$ cat src/verilog/cbc_pkg.sv
package cbc_pkg;
   localparam int ADDR_W = 16;
   localparam int DATA_W = 8;
   localparam logic [15:0] SFR_LO_BASE = 16'h0000;
   localparam logic [15:0] SFR_LO_LAST = 16'h01ff;
   localparam logic [15:0] SFR_HI_BASE = 16'h0200;
   localparam logic [15:0] SFR_HI_LAST = 16'h02ff;
   localparam logic [1:0] CYC_SFR_LO = 2'h2;
   localparam logic [1:0] CYC_SFR_HI = 2'h3;
   localparam logic [1:0] CYC_MEM = 2'h1;
   localparam logic [1:0] CYC_FLASH = 2'h2;
   typedef enum logic [1:0] {
      CBC_AREA_SFR_LO,
      CBC_AREA_SFR_HI,
      CBC_AREA_FLASH,
      CBC_AREA_MEM
   } cbc_area_e;
endpackage : cbc_pkg

$ cat src/verilog/cbc_tgt_if.sv
`timescale 1ns/10ps
interface cbc_tgt_if;
   logic [15:0] addr;
   logic cyc_start;
   logic cyc_last;
   modport ctl (output addr, output cyc_start, input cyc_last);
   modport dec (input addr, input cyc_start, output cyc_last);
endinterface : cbc_tgt_if

$ cat src/verilog/cbc_bus_ctl.sv
`timescale 1ns/10ps
// Contract
// - lower register area 0000h-01FFh: each byte cycle takes two clocks.
// - upper register area 0200h-02FFh: each byte cycle takes three clocks.
// - program ROM and RAM: one clock per byte cycle, no waits.
// - data flash area takes two clocks per byte cycle.
// - target data path is one byte wide.
// - word access becomes two byte cycles, each timed by its area.
// - only single-chip mode; only internal areas reachable.
// - word access: first cycle even address, second cycle address plus one; the controller does not force even, it uses cpu_addr as given.
module cbc_bus_ctl #(
   parameter logic [15:0] FLASH_BASE = 16'h3000,
   parameter logic [15:0] FLASH_LAST = 16'h37ff,
   parameter bit HAS_FLASH = 1'b1
) (
   // clock and reset
   input wire logic ref_clk,
   input wire logic rst,
   // cpu side
   input wire logic cpu_req,
   input wire logic cpu_we,
   input wire logic cpu_word,
   input wire logic [cbc_pkg::ADDR_W-1:0] cpu_addr,
   input wire logic [15:0] cpu_wdata,
   output logic cpu_wait,
   output logic cpu_done,
   output logic [15:0] cpu_rdata,
   // internal byte bus
   output logic [cbc_pkg::ADDR_W-1:0] tb_addr,
   output logic tb_sel,
   output logic tb_we,
   output logic [cbc_pkg::DATA_W-1:0] tb_wdata,
   output logic tb_last,
   input wire logic [cbc_pkg::DATA_W-1:0] tb_rdata
);
   import cbc_pkg::*;

   typedef enum logic [1:0] {
      CBC_IDLE,
      CBC_BYTE0,
      CBC_BYTE1
   } cbc_state_e;

   cbc_tgt_if tgt ();

   // sequencer
   cbc_state_e state;
   cbc_state_e next_state;
   logic first;
   logic next_first;
   // request, captured at the taking edge; addr steps by one for the second byte of a word
   logic [15:0] addr;
   logic [15:0] next_addr;
   logic [15:0] wdat;
   logic [15:0] next_wdat;
   logic word;
   logic next_word;
   logic we;
   logic next_we;
   // read assembly
   logic [7:0] lo;
   logic [7:0] next_lo;
   logic [15:0] rdata;
   logic [15:0] next_rdata;
   logic done;
   logic next_done;
   // decoded strobes
   logic busy;
   logic take;
   logic byte_end;
   logic word_split;
   logic access_end;

   cbc_wait_gen #(
      .FLASH_BASE(FLASH_BASE),
      .FLASH_LAST(FLASH_LAST),
      .HAS_FLASH(HAS_FLASH)
   ) u_wait (
      .ref_clk(ref_clk),
      .rst(rst),
      .tgt(tgt)
   );

   // request looked at only while idle, so one held through a stall is harmless
   assign busy = (state != CBC_IDLE);
   assign take = cpu_req && !busy;
   assign byte_end = busy && tgt.cyc_last;
   assign word_split = byte_end && (state == CBC_BYTE0) && word;
   assign access_end = byte_end && !word_split;

   always_comb begin
      next_state = state;
      next_first = 1'b0;
      unique case (state)
         CBC_IDLE: begin
            if (take) begin
               next_state = CBC_BYTE0;
               next_first = 1'b1;
            end
         end
         CBC_BYTE0: begin
            if (word_split) begin
               next_state = CBC_BYTE1;
               next_first = 1'b1;
            end else if (access_end) begin
               next_state = CBC_IDLE;
            end
         end
         CBC_BYTE1: begin
            if (access_end) begin
               next_state = CBC_IDLE;
            end
         end
         default: begin
            next_state = CBC_IDLE;
         end
      endcase
   end

   always_ff @(posedge ref_clk) begin
      if (rst) begin
         state <= CBC_IDLE;
         first <= 1'b0;
      end else begin
         state <= next_state;
         first <= next_first;
      end
   end

   always_comb begin
      next_addr = addr;
      next_wdat = wdat;
      next_word = word;
      next_we = we;
      if (take) begin
         next_addr = cpu_addr;
         next_wdat = cpu_wdata;
         next_word = cpu_word;
         next_we = cpu_we;
      end else if (word_split) begin
         next_addr = addr + 16'h0001;
      end
   end

   always_ff @(posedge ref_clk) begin
      if (rst) begin
         addr <= 16'h0000;
         wdat <= 16'h0000;
         word <= 1'b0;
         we <= 1'b0;
      end else begin
         addr <= next_addr;
         wdat <= next_wdat;
         word <= next_word;
         we <= next_we;
      end
   end

   // target byte is valid only on the last clock of its cycle
   always_comb begin
      next_lo = lo;
      next_rdata = rdata;
      next_done = 1'b0;
      if (word_split) begin
         next_lo = tb_rdata;
      end
      if (access_end) begin
         next_done = 1'b1;
         if (word) begin
            next_rdata = {tb_rdata, lo}; // low byte first
         end else begin
            next_rdata = {8'h00, tb_rdata};
         end
      end
   end

   always_ff @(posedge ref_clk) begin
      if (rst) begin
         lo <= 8'h00;
         rdata <= 16'h0000;
         done <= 1'b0;
      end else begin
         lo <= next_lo;
         rdata <= next_rdata;
         done <= next_done;
      end
   end

   assign tgt.addr = addr;
   assign tgt.cyc_start = first;

   // only internal areas exist; no external bus strobes at all
   assign tb_addr = addr;
   assign tb_sel = busy;
   assign tb_we = we && busy;
   assign tb_wdata = (state == CBC_BYTE1) ? wdat[15:8] : wdat[7:0];
   assign tb_last = byte_end;
   // stall covers the whole access, released with the done pulse
   assign cpu_wait = busy;
   assign cpu_done = done;
   assign cpu_rdata = rdata;
endmodule : cbc_bus_ctl

$ cat src/verilog/cbc_wait_gen.sv
`timescale 1ns/10ps
module cbc_wait_gen #(
   parameter logic [15:0] FLASH_BASE = 16'h3000,
   parameter logic [15:0] FLASH_LAST = 16'h37ff,
   parameter bit HAS_FLASH = 1'b1
) (
   // clock and reset
   input wire logic ref_clk,
   input wire logic rst,
   // cycle timing
   cbc_tgt_if.dec tgt
);
   import cbc_pkg::*;

   logic [1:0] cnt;
   logic [1:0] next_cnt;
   logic [1:0] len;

   function automatic logic [1:0] area_len(input logic [15:0] a);
      if (a >= SFR_LO_BASE && a <= SFR_LO_LAST) return CYC_SFR_LO;
      if (a >= SFR_HI_BASE && a <= SFR_HI_LAST) return CYC_SFR_HI;
      if (HAS_FLASH && a >= FLASH_BASE && a <= FLASH_LAST) return CYC_FLASH;
      return CYC_MEM;
   endfunction : area_len

   always_comb begin
      len = area_len(tgt.addr);
      next_cnt = cnt;
      if (tgt.cyc_start) begin
         next_cnt = len - 2'h1;
      end else if (cnt != 2'h0) begin
         next_cnt = cnt - 2'h1;
      end
   end

   always_ff @(posedge ref_clk) begin
      if (rst) begin
         cnt <= 2'h0;
      end else begin
         cnt <= next_cnt;
      end
   end

   // last clock of the byte cycle: the counter is down to one, or a one-clock area on its first clock
   assign tgt.cyc_last = tgt.cyc_start ? (len == CYC_MEM) : (cnt == 2'h1);
endmodule : cbc_wait_gen

$ cat config.mk
export PLATFORM = sky130hd
export DESIGN_NAME = cbc_bus_ctl
export DESIGN_NICKNAME = d
export VERILOG_FILES = /design/src/verilog/cbc_pkg.sv /design/src/verilog/cbc_tgt_if.sv /design/src/verilog/cbc_bus_ctl.sv /design/src/verilog/cbc_wait_gen.sv
export SDC_FILE = /design/constraint.sdc
export NUM_CORES = 1
export LEC_CHECK = 0
export ABC_AREA = 1
export BUFFER_PORTS_ARGS = -buffer_cell sky130_fd_sc_hd__buf_2
export CAP_MARGIN = 20
export CORE_UTILIZATION = 52
export DETAILED_ROUTE_END_ITERATION = 12
export GPL_ROUTABILITY_DRIVEN = 0
export HOLD_SLACK_MARGIN = 0.1
export PLACE_DENSITY_LB_ADDON = 0.08
export SYNTH_ARGS = -nofsm -noshare
export SYNTH_HDL_FRONTEND = slang
export SYNTH_SLANG_ARGS = --single-unit
$ cat constraint.sdc
create_clock -name ref_clk -period 2.5 [get_ports ref_clk]
set_input_delay 0.625 -clock ref_clk [delete_from_list [all_inputs] [get_ports ref_clk]]
set_output_delay 0.625 -clock ref_clk [all_outputs]
set_load 0.02 [all_outputs]
== Yosys cells after proc, flatten, opt, wreduce, memory -nomap -nowiden ==
Cells that the tools add are included.

* Mux-type cells: 27
* Add/sub/neg operators: 3
* Equal/unequal tests: 5
* Reductions and logical operators: 16
* Magnitude comparators: 6

{| class="wikitable"
|+ Operator list
! operator !! number
|-
| 16-bit 2-to-1 mux || 3
|-
| 2-bit 2-to-1 mux || 11
|-
| 16-bit by 1-bit adder with 16-bit output (second input constant) || 1
|-
| 16-bit by 1-bit >= comparator with 1-bit output (second input constant) || 1
|-
| 16-bit by 10-bit >= comparator with 1-bit output (second input constant) || 1
|-
| 16-bit by 14-bit >= comparator with 1-bit output (second input constant) || 1
|-
| 16-bit by 10-bit <= comparator with 1-bit output (second input constant) || 1
|-
| 16-bit by 14-bit <= comparator with 1-bit output (second input constant) || 1
|-
| 16-bit by 9-bit <= comparator with 1-bit output (second input constant) || 1
|-
| 1-bit 2-to-1 mux || 10
|-
| 1-bit logical AND || 9
|-
| 8-bit 2-to-1 mux || 1
|-
| 2-bit nonzero test || 4
|-
| 2-bit by 1-bit == test with 1-bit output (second input constant) || 3
|-
| 2-bit one-hot mux with 3 select lines || 1
|-
| 2-bit by 1-bit subtractor with 2-bit output (second input constant) || 2
|-
| 2-bit == test (second input constant) || 1
|-
| 1-bit logical NOT || 2
|-
| 2-bit logical NOT || 1
|-
| 2-bit inequality test (second input constant) || 1
|-
| 1-bit one-hot mux with 2 select lines || 1
|}

* Bits in registers: 64
* Output and inout bits: 45
* Word-level logic and storage cells: 67
* Bits of input ports: 45

== Longest topological paths before layout ==
Gate-level depths: netlist of the first run.

* Depth after elaboration: 19
* Depth in mapped cells: 15
* Mapped depth without buffers: 15

== Hierarchy ==
Synthesis of the first run repeated with hierarchy kept, for this count alone.

* Cells, all modules: 470
* Area, all modules: 3190.6 sq um

{| class="wikitable"
|+ By module, submodules not included
! module !! times used !! cells an instance !! sequential area each (sq um) !! area each (sq um)
|-
| cbc_bus_ctl || 1 || 425 || 1241.2 || 2944.1
|-
| cbc_wait_gen || 1 || 45 || 40.0 || 246.5
|}

== Least setup slack after synthesis of the first run ==
No wires, ideal clock.

* Kind: flip-flop to output port
* From: register addr[14], in the netlist tb_addr[14]
* To: output port tb_last
* Required time: 1.875 ns
* Buffers on the path: 1
* Cell stages (with the launch flop): 13
* Arrival time: 1.638 ns
* Path slack: 0.237 ns
* Cell sequence: dfxtp_1 -> nor2_1 -> nand3_1 -> inv_1 -> nand3_1 -> nand2_1 -> a41oi_1 -> ha_1 -> nand2_1 -> o21ai_2 -> inv_2 -> nor2_2 -> buf_6

* Longest elaborated chain between the ends: 11
* Elaborated cells on any way between the ends: 23
* Classes of those cells: 6 x order compare; 1 x eq/ne; 12 x mux; 4 x reduce/logical

{| class="wikitable"
|+ RTL lines
! element !! line !! source
|-
| start, declared || cbc_bus_ctl.sv:52 || <nowiki>logic [15:0] addr;</nowiki>
|-
| start signal, assigned || cbc_bus_ctl.sv:152 || <nowiki>addr <= next_addr;</nowiki>
|-
| 16-bit by 14-bit >= comparator with 1-bit output or 16-bit by 14-bit <= comparator with 1-bit output (tied branches) || cbc_wait_gen.sv:22 || <nowiki>if (HAS_FLASH && a >= FLASH_BASE && a <= FLASH_LAST) return CYC_FLASH;</nowiki>
|-
| 1-bit logical AND || cbc_wait_gen.sv:22 ||
|-
| 1-bit 2-to-1 mux (2 in series) || cbc_wait_gen.sv:22 ||
|-
| 1-bit 2-to-1 mux || cbc_wait_gen.sv:21 || <nowiki>if (a >= SFR_HI_BASE && a <= SFR_HI_LAST) return CYC_SFR_HI;</nowiki>
|-
| 2-bit 2-to-1 mux || cbc_wait_gen.sv:23 || <nowiki>return CYC_MEM;</nowiki>
|-
| 2-bit 2-to-1 mux || cbc_wait_gen.sv:22 ||
|-
| 2-bit 2-to-1 mux * || cbc_wait_gen.sv:21 ||
|-
| 2-bit by 1-bit == test with 1-bit output * || cbc_wait_gen.sv:45 || <nowiki>assign tgt.cyc_last = tgt.cyc_start ? (len == CYC_MEM) : (cnt == 2'h1);</nowiki>
|-
| 1-bit 2-to-1 mux * || cbc_wait_gen.sv:45 ||
|-
| 1-bit logical AND * || cbc_bus_ctl.sv:87 || <nowiki>assign byte_end = busy && tgt.cyc_last;</nowiki>
|-
| end, declared || cbc_bus_ctl.sv:33 || <nowiki>output logic tb_last,</nowiki>
|}

Mark *: on every way between the ends. The rest lies on a longest branch, timed or not. The select of a mux whose other input is x is not followed.

== Worst setup path in the final report of the first run ==
* From: register addr[15], in the netlist tb_addr[15]
* To: output port tb_last

The elaborated chain is that of the path after synthesis.

==> results of run 1 <==
## area by class of cell
class,instances,area share
Clock buffer,11,0.03577
Clock inverter,3,0.01709
Inverter,46,0.04432
Multi-Input combinational cell,313,0.4093
Sequential cell,64,0.3270
Tap cell,75,0.02374
Timing Repair Buffer,104,0.1428
## power by group through the flow
stage / Clock [W] / Sequential, W / Combinational, W
2_1_floorplan: 0 / 0.00121 / 0.000375
3_3_place_gp: 0 / 0.00118 / 0.000553
3_5_place_dp: 0 / 0.00118 / 0.000560
4_1_cts: 0.000967 / 0.00116 / 0.000573
5_1_grt: 0.00102 / 0.00118 / 0.000683
6_report: 0.000962 / 0.00117 / 0.000608
## per-layer routing
layer	GRT usage	vias to the layer above
li1	-	1637
met1	0.3424	1514
met2	0.4127	88
met3	0.04432	12
met4	0.09464	0
met5	0	-
## logic make-up after synthesis
family | count (synthesis)
AND/OR/NAND/NOR | 204
multiplexers | 8
adder cells (fa/ha/maj) | 5
buffers and inverters | 69
flip-flops | 64
AO/OA/AOI/OAI | 91
XOR/XNOR | 5
## worst max-delay path: cells and delay by family, from the launching register on
kind | cells | cell delay [ns]
simple gates | 5 | 0.47
buf+inv | 3 | 0.29
fa+ha+maj | 1 | 0.21
flops | 1 | 0.33
compound gates | 2 | 0.26
## per-stage QoR
stage / setup TNS [ns] / cells / setup WS (ns) / hold slack, ns
floorplan: 0 / 446 / 0.2368 / 0.4300
global placement: 0 / 598 / 0.3252 / 0.4398
detailed placement: 0 / 598 / 0.2576 / 0.4414
CTS: 0 / 613 / 0.01215 / 0.4517
global route: -0.2317 / 616 / -0.1238 / 0.4977
finish: -0.005505 / 616 / -0.005505 / 0.4512
## flip-flops by register name, summed over array words and instances (netlist names)
| signal | flops |
|---|---|
| cpu_done | 1 |
| cpu_rdata | 16 |
| first | 1 |
| lo | 8 |
| state | 2 |
| tb_addr | 16 |
| u_wait.cnt | 2 |
| wdat | 16 |
| we | 1 |
| word | 1 |
## worst paths after layout
kind	slack, ns	start	cells after the start	endpoint
max	-0.006	tb_addr[15]	11	tb_last
min	0.45	we	2	we
max reg2reg	0.15	tb_addr[15]	16	tb_addr[6]
min reg2reg	0.45	we	2	we
## cells in the mapped netlist (6+ instances only)
library cell and instances:
a21oi_1 32, buf_6 6, nand3_1 35, dfxtp_1 64
inv_1 41, o31ai_1 7, nand2_1 76, clkbuf_1 7
o21ai_0 40, nor2_1 71, buf_4 6, mux2_2 8
## what timing repair did
action	in CTS	in global routing
hold buffers	0	0
setup buffers	1	3
pin swaps	0	5
gates resized for setup	7	15
endpoints found under the setup margin	1	7
==> results_dict.tcl, run 1 <==
set metrics [dict create \
    status "finished with violations" \
    violations "negative setup slack" \
    netlist_instances 446 \
    worst_pin_slew_ns 0.4628 \
    multi_input_comb_area_mm2 0.001618 \
    p_total_w 0.002736 \
    finalHoldViolCount 0 \
    leakage_nw 1.863 \
    synth_compound_area_frac 0.1572 \
    hold_path.class "register to register" \
    cap_violations 0 \
    finalSetupViolations 1 \
    grt_pass1_vias 2899 \
    clkTransAtPathRegs_ns 0.07 \
    top_layer "met4" \
    wl_um 8078 \
    period_minus_slack_ns 2.506 \
    drt_iter0_markers 189 \
    cp.arrival_ns 1.88 \
    port_buffers 89 \
    final_common_cell "buf_2" \
    dr_wl_met2_um 3707 \
    drive_above_1_share 0.2976 \
    grt_max_degree 28 \
    synth_top_family_by_area "simple AND/OR/NAND/NOR gates" \
    track_usage 0.2570 \
    power.share.clock 0.352 \
    overflow 0 \
    startpoint_type "register" \
    cp_max_fo 3 \
    p_sw_w 0.0008244 \
    die_area_mm2 0.006455 \
    post-route-util 0.6676 \
    p_int_w 0.001911 \
    nets 588 \
    peakVddDrop_uv 480.4 \
    finalWorstSetupSlack_ns -0.005505 \
    num-fill-cells 533 \
    finalCritPeriodShare 1.002 \
    synth_top_cells_by_area "dfxtp_1 40%, nand2_1 8.9%, nor2_1 8.3%" \
    syn_area_per_cell_um2 7.157 \
    cpPeakStageDelay_ns 0.33 \
    layout_common_cells "88 x buf_2, 74 x nand2_1, 69 x nor2_1" \
    clock_skew_ns 0.006951 \
    setup.worst_path.class "register to primary output" \
    vias 3251 \
    cts_root_buf "clkbuf_8" \
    grt_pass1_wl_um 12950 \
    crit_chain "nor2_4, nand3_2, inv_2, nand3_2, a41oi_2, ha_2, nand2_2, o21ai_2, inv_2, nor2_4, buf_6" \
    clock_latency_ns 0.33 \
    synthFlopType "dfxtp_1" \
    ant_nets 0 \
    hpwl_um 5589 \
    muxShareOfSynthArea 0.02822 \
    synth_cell_types 36 \
    p_seq_frac 0.426 \
    p_sw_frac 0.3013 \
    cts.sinks 64 \
    ys_ff_latch 64 \
    wl_met3_um 380 \
    cts_buffers 9 \
    floorplan.rows 28 \
    area_growth_pct 23.83 \
    cts_tree "done" \
    drc 0 \
    chipHeight_um 80.35 \
    htree_levels 3 \
    firstDrtPassIters 4 \
    yosys.area_share.simple 0.2756 \
    synth_xor_area_frac 0.01372 \
    synth_top_area_frac 0.4014 \
    synth_warnings 0 \
    cp.required_ns 1.88 \
    fmax_mhz 399.1 \
    start_util 0.5391 \
    slowest_stage "dfxtp_2" \
    cts_max_path_buffers 2 \
    ys_seq_area_frac 0.4014 \
    fin_area_mm2 0.003953 \
    maxSlewViolCount 0 \
    slew_headroom 0.6911 \
    io_pins 90 \
    power.density_mw_per_mm2 692.2 \
    synth_edf_count 0 \
    met1_length_um 3874 \
    die-width_um 80.35 \
    async_reset_ff_frac 0 \
    p_comb_frac 0.222 \
    diodes 0 \
    netlist_area_mm2 0.003192 \
    end_kind "primary output" \
    syn-num-nets 496 \
    antenna_found_initial 0 \
    routedWlPerCell_um 13.11 \
    coreArea_mm2 0.005921 \
    regArea_mm2 0.001292 \
    yosys.area.top_type "dfxtp_1" \
    synth_fa_ha_area_frac 0.01960 \
    viasPerCell 5.278 \
    grt_setup_unrepaired "true" \
    post_dp_cell_area_mm2 0.003656 \
]
Note: power is estimated with default switching activity, not from simulation.
==> inputs of run 2 (changes only) <==
--- a/constraint.sdc
+++ b/constraint.sdc
@@ -3,2 +3,2 @@
 set_output_delay 0.625 -clock ref_clk [all_outputs]
-set_load 0.02 [all_outputs]
+set_load 0.005 [all_outputs]
==> run 2 against run 1 <==
The run now ends clean. Cell count down 0.49%. Combinational power down 17%. Clock power down 6.4%. Register-to-register slack better by 0.30 ns. Critical path type unchanged. Critical endpoint unchanged. Largest power group unchanged.
==> results_dict.tcl, run 2 (synthesis results as in run 1) <==
set metrics [dict create \
    status "completed" \
    finalHoldViolCount 0 \
    overflow 0 \
    htree_levels 3 \
    routedWlPerCell_um 12.79 \
    r2r_start "tb_addr[14]" \
    clkTransAtPathRegs_ns 0.07 \
    cts_root_buf "clkbuf_8" \
    r2r_cells 14 \
    grt_pass1_vias 2751 \
    area_growth_pct 21.76 \
    startpoint_type "register" \
    fmax_mhz 414.6 \
    leakage_nw 1.828 \
    post-route-util 0.6564 \
    power.density_mw_per_mm2 661.2 \
    peakVddDrop_uv 369.5 \
    drt_iter0_markers 250 \
    grt_max_degree 28 \
    cp.required_ns 1.88 \
    clock_latency_ns 0.34 \
    die_area_mm2 0.006455 \
    diodes 0 \
    hold_depth 2 \
    cp.arrival_ns 1.79 \
    viasPerCell 5.274 \
    worst_pin_slew_ns 0.4478 \
    vias 3233 \
    holdWs_ns 0.4563 \
    p_total_w 0.002570 \
    cts_tree "done" \
    final_common_cell "buf_2" \
    finalSetupViolations 0 \
    num-fill-cells 558 \
    finalCritPeriodShare 0.9648 \
    start_util 0.5391 \
    chipHeight_um 80.35 \
    cts_hold_buf 0 \
    firstDrtPassIters 5 \
    floorplan.rows 28 \
    regArea_mm2 0.001294 \
    track_usage 0.2515 \
    r2r-end "cpu_rdata[10]" \
    coreArea_mm2 0.005921 \
    end_kind "primary output" \
    io_pins 90 \
    hold_path.class "register to register" \
    cap_violations 0 \
    maxSlewViolCount 0 \
    drc 0 \
    crit_chain "nor2_1, nand3_2, nand2_2, a41oi_2, ha_1, nand2_1, o21ai_2, inv_2, nor2_4, buf_2" \
    cts_buffers 9 \
    nets 583 \
    layout_common_cells "89 x buf_2, 75 x nand2_1, 70 x nor2_1" \
    timing.reg2reg.setup_slack_ns 0.45 \
    slowest_stage "dfxtp_1" \
    setup.worst_path.class "register to primary output" \
    finalSetupTns_ns 0 \
    multi_input_comb_area_mm2 0.001605 \
    die-width_um 80.35 \
    cts.sinks 64 \
    clock_skew_ns 0.007724 \
    period_minus_slack_ns 2.412 \
    slew_headroom 0.7011 \
    cts_max_path_buffers 2 \
    port_buffers 89 \
    antenna_found_initial 0 \
    grt_pass1_wl_um 12610 \
    hpwl_um 5494 \
    grt_setup_unrepaired "true" \
    cp_max_fo 5 \
    wl_um 7840 \
    cpPeakStageDelay_ns 0.42 \
    min_to "we" \
    hold_path.startpoint "we" \
    ant_nets 0 \
    drive_above_1_share 0.2825 \
]
-- run 2: worst max path at each step --
| stage | cells past startpoint | endpoint | start | slack [ns] |
|---|---|---|---|---|
| 6_report | 10 | tb_last | tb_addr[10] | 0.09 |
| 5_1_grt | 11 | tb_last | tb_addr[14] | -0.03 |
| 4_1_cts | 10 | tb_last | tb_addr[9] | 0.01 |
| 3_5_place_dp | 12 | tb_last | tb_addr[14] | 0.32 |
| 3_3_place_gp | 12 | tb_last | tb_addr[14] | 0.37 |
| 2_1_floorplan | 12 | tb_last | tb_addr[12] | 0.39 |
-- run 2: power by group --
| group | switching [W] | internal (W) | total, W |
|---|---|---|---|
| registers | 0.0000637 | 0.00110 | 0.00116 |
| logic | 0.000298 | 0.000207 | 0.000506 |
| clock network | 0.000414 | 0.000486 | 0.000900 |
| total | 0.000776 | 0.00179 | 0.00257 |
-- run 2: worst max-delay path, delay by kind of cell (launching register included) --
kind | cells | cell delay, ns
buf+inv | 2 | 0.20
compound gates | 2 | 0.23
flops | 1 | 0.42
fa+ha+maj | 1 | 0.16
simple gates | 5 | 0.43
-- run 2: stage by stage --
stage                     setup slack [ns]  cell area, µm²  instances
after detailed placement            0.3226            3649        597
after floorplan                     0.3852            3192        446
after CTS                         0.009689            3855        613
after global placement              0.3673            3649        597
final                              0.08788            3886        613
after global routing              -0.03412            3886        613
-- run 2: cell type report --
class,instances,share of cell area
well taps,75,0.02415
multi-input cells,313,0.4131
flip-flops and latches,64,0.3329
inverters,46,0.04507
clock buffers,11,0.03638
clock inverters,5,0.01449
repair buffers,99,0.1339
-- run 2: repair_timing --
item | CTS | global route
cloned | 0 | 0
setup endpoints to repair | 1 | 1
gates resized for setup | 6 | 9
buffers inserted | 0 | 0
hold endpoints to repair | 0 | 0
-- run 2: metal layers --
layer / track usage / vias up / routed length [µm]
met5: 0 / - / 0
met2: 0.4017 / 111 / 3583
met3: 0.04318 / 10 / 469
met4: 0.1018 / 0 / 110
li1: - / 1634 / -
met1: 0.3333 / 1478 / 3676
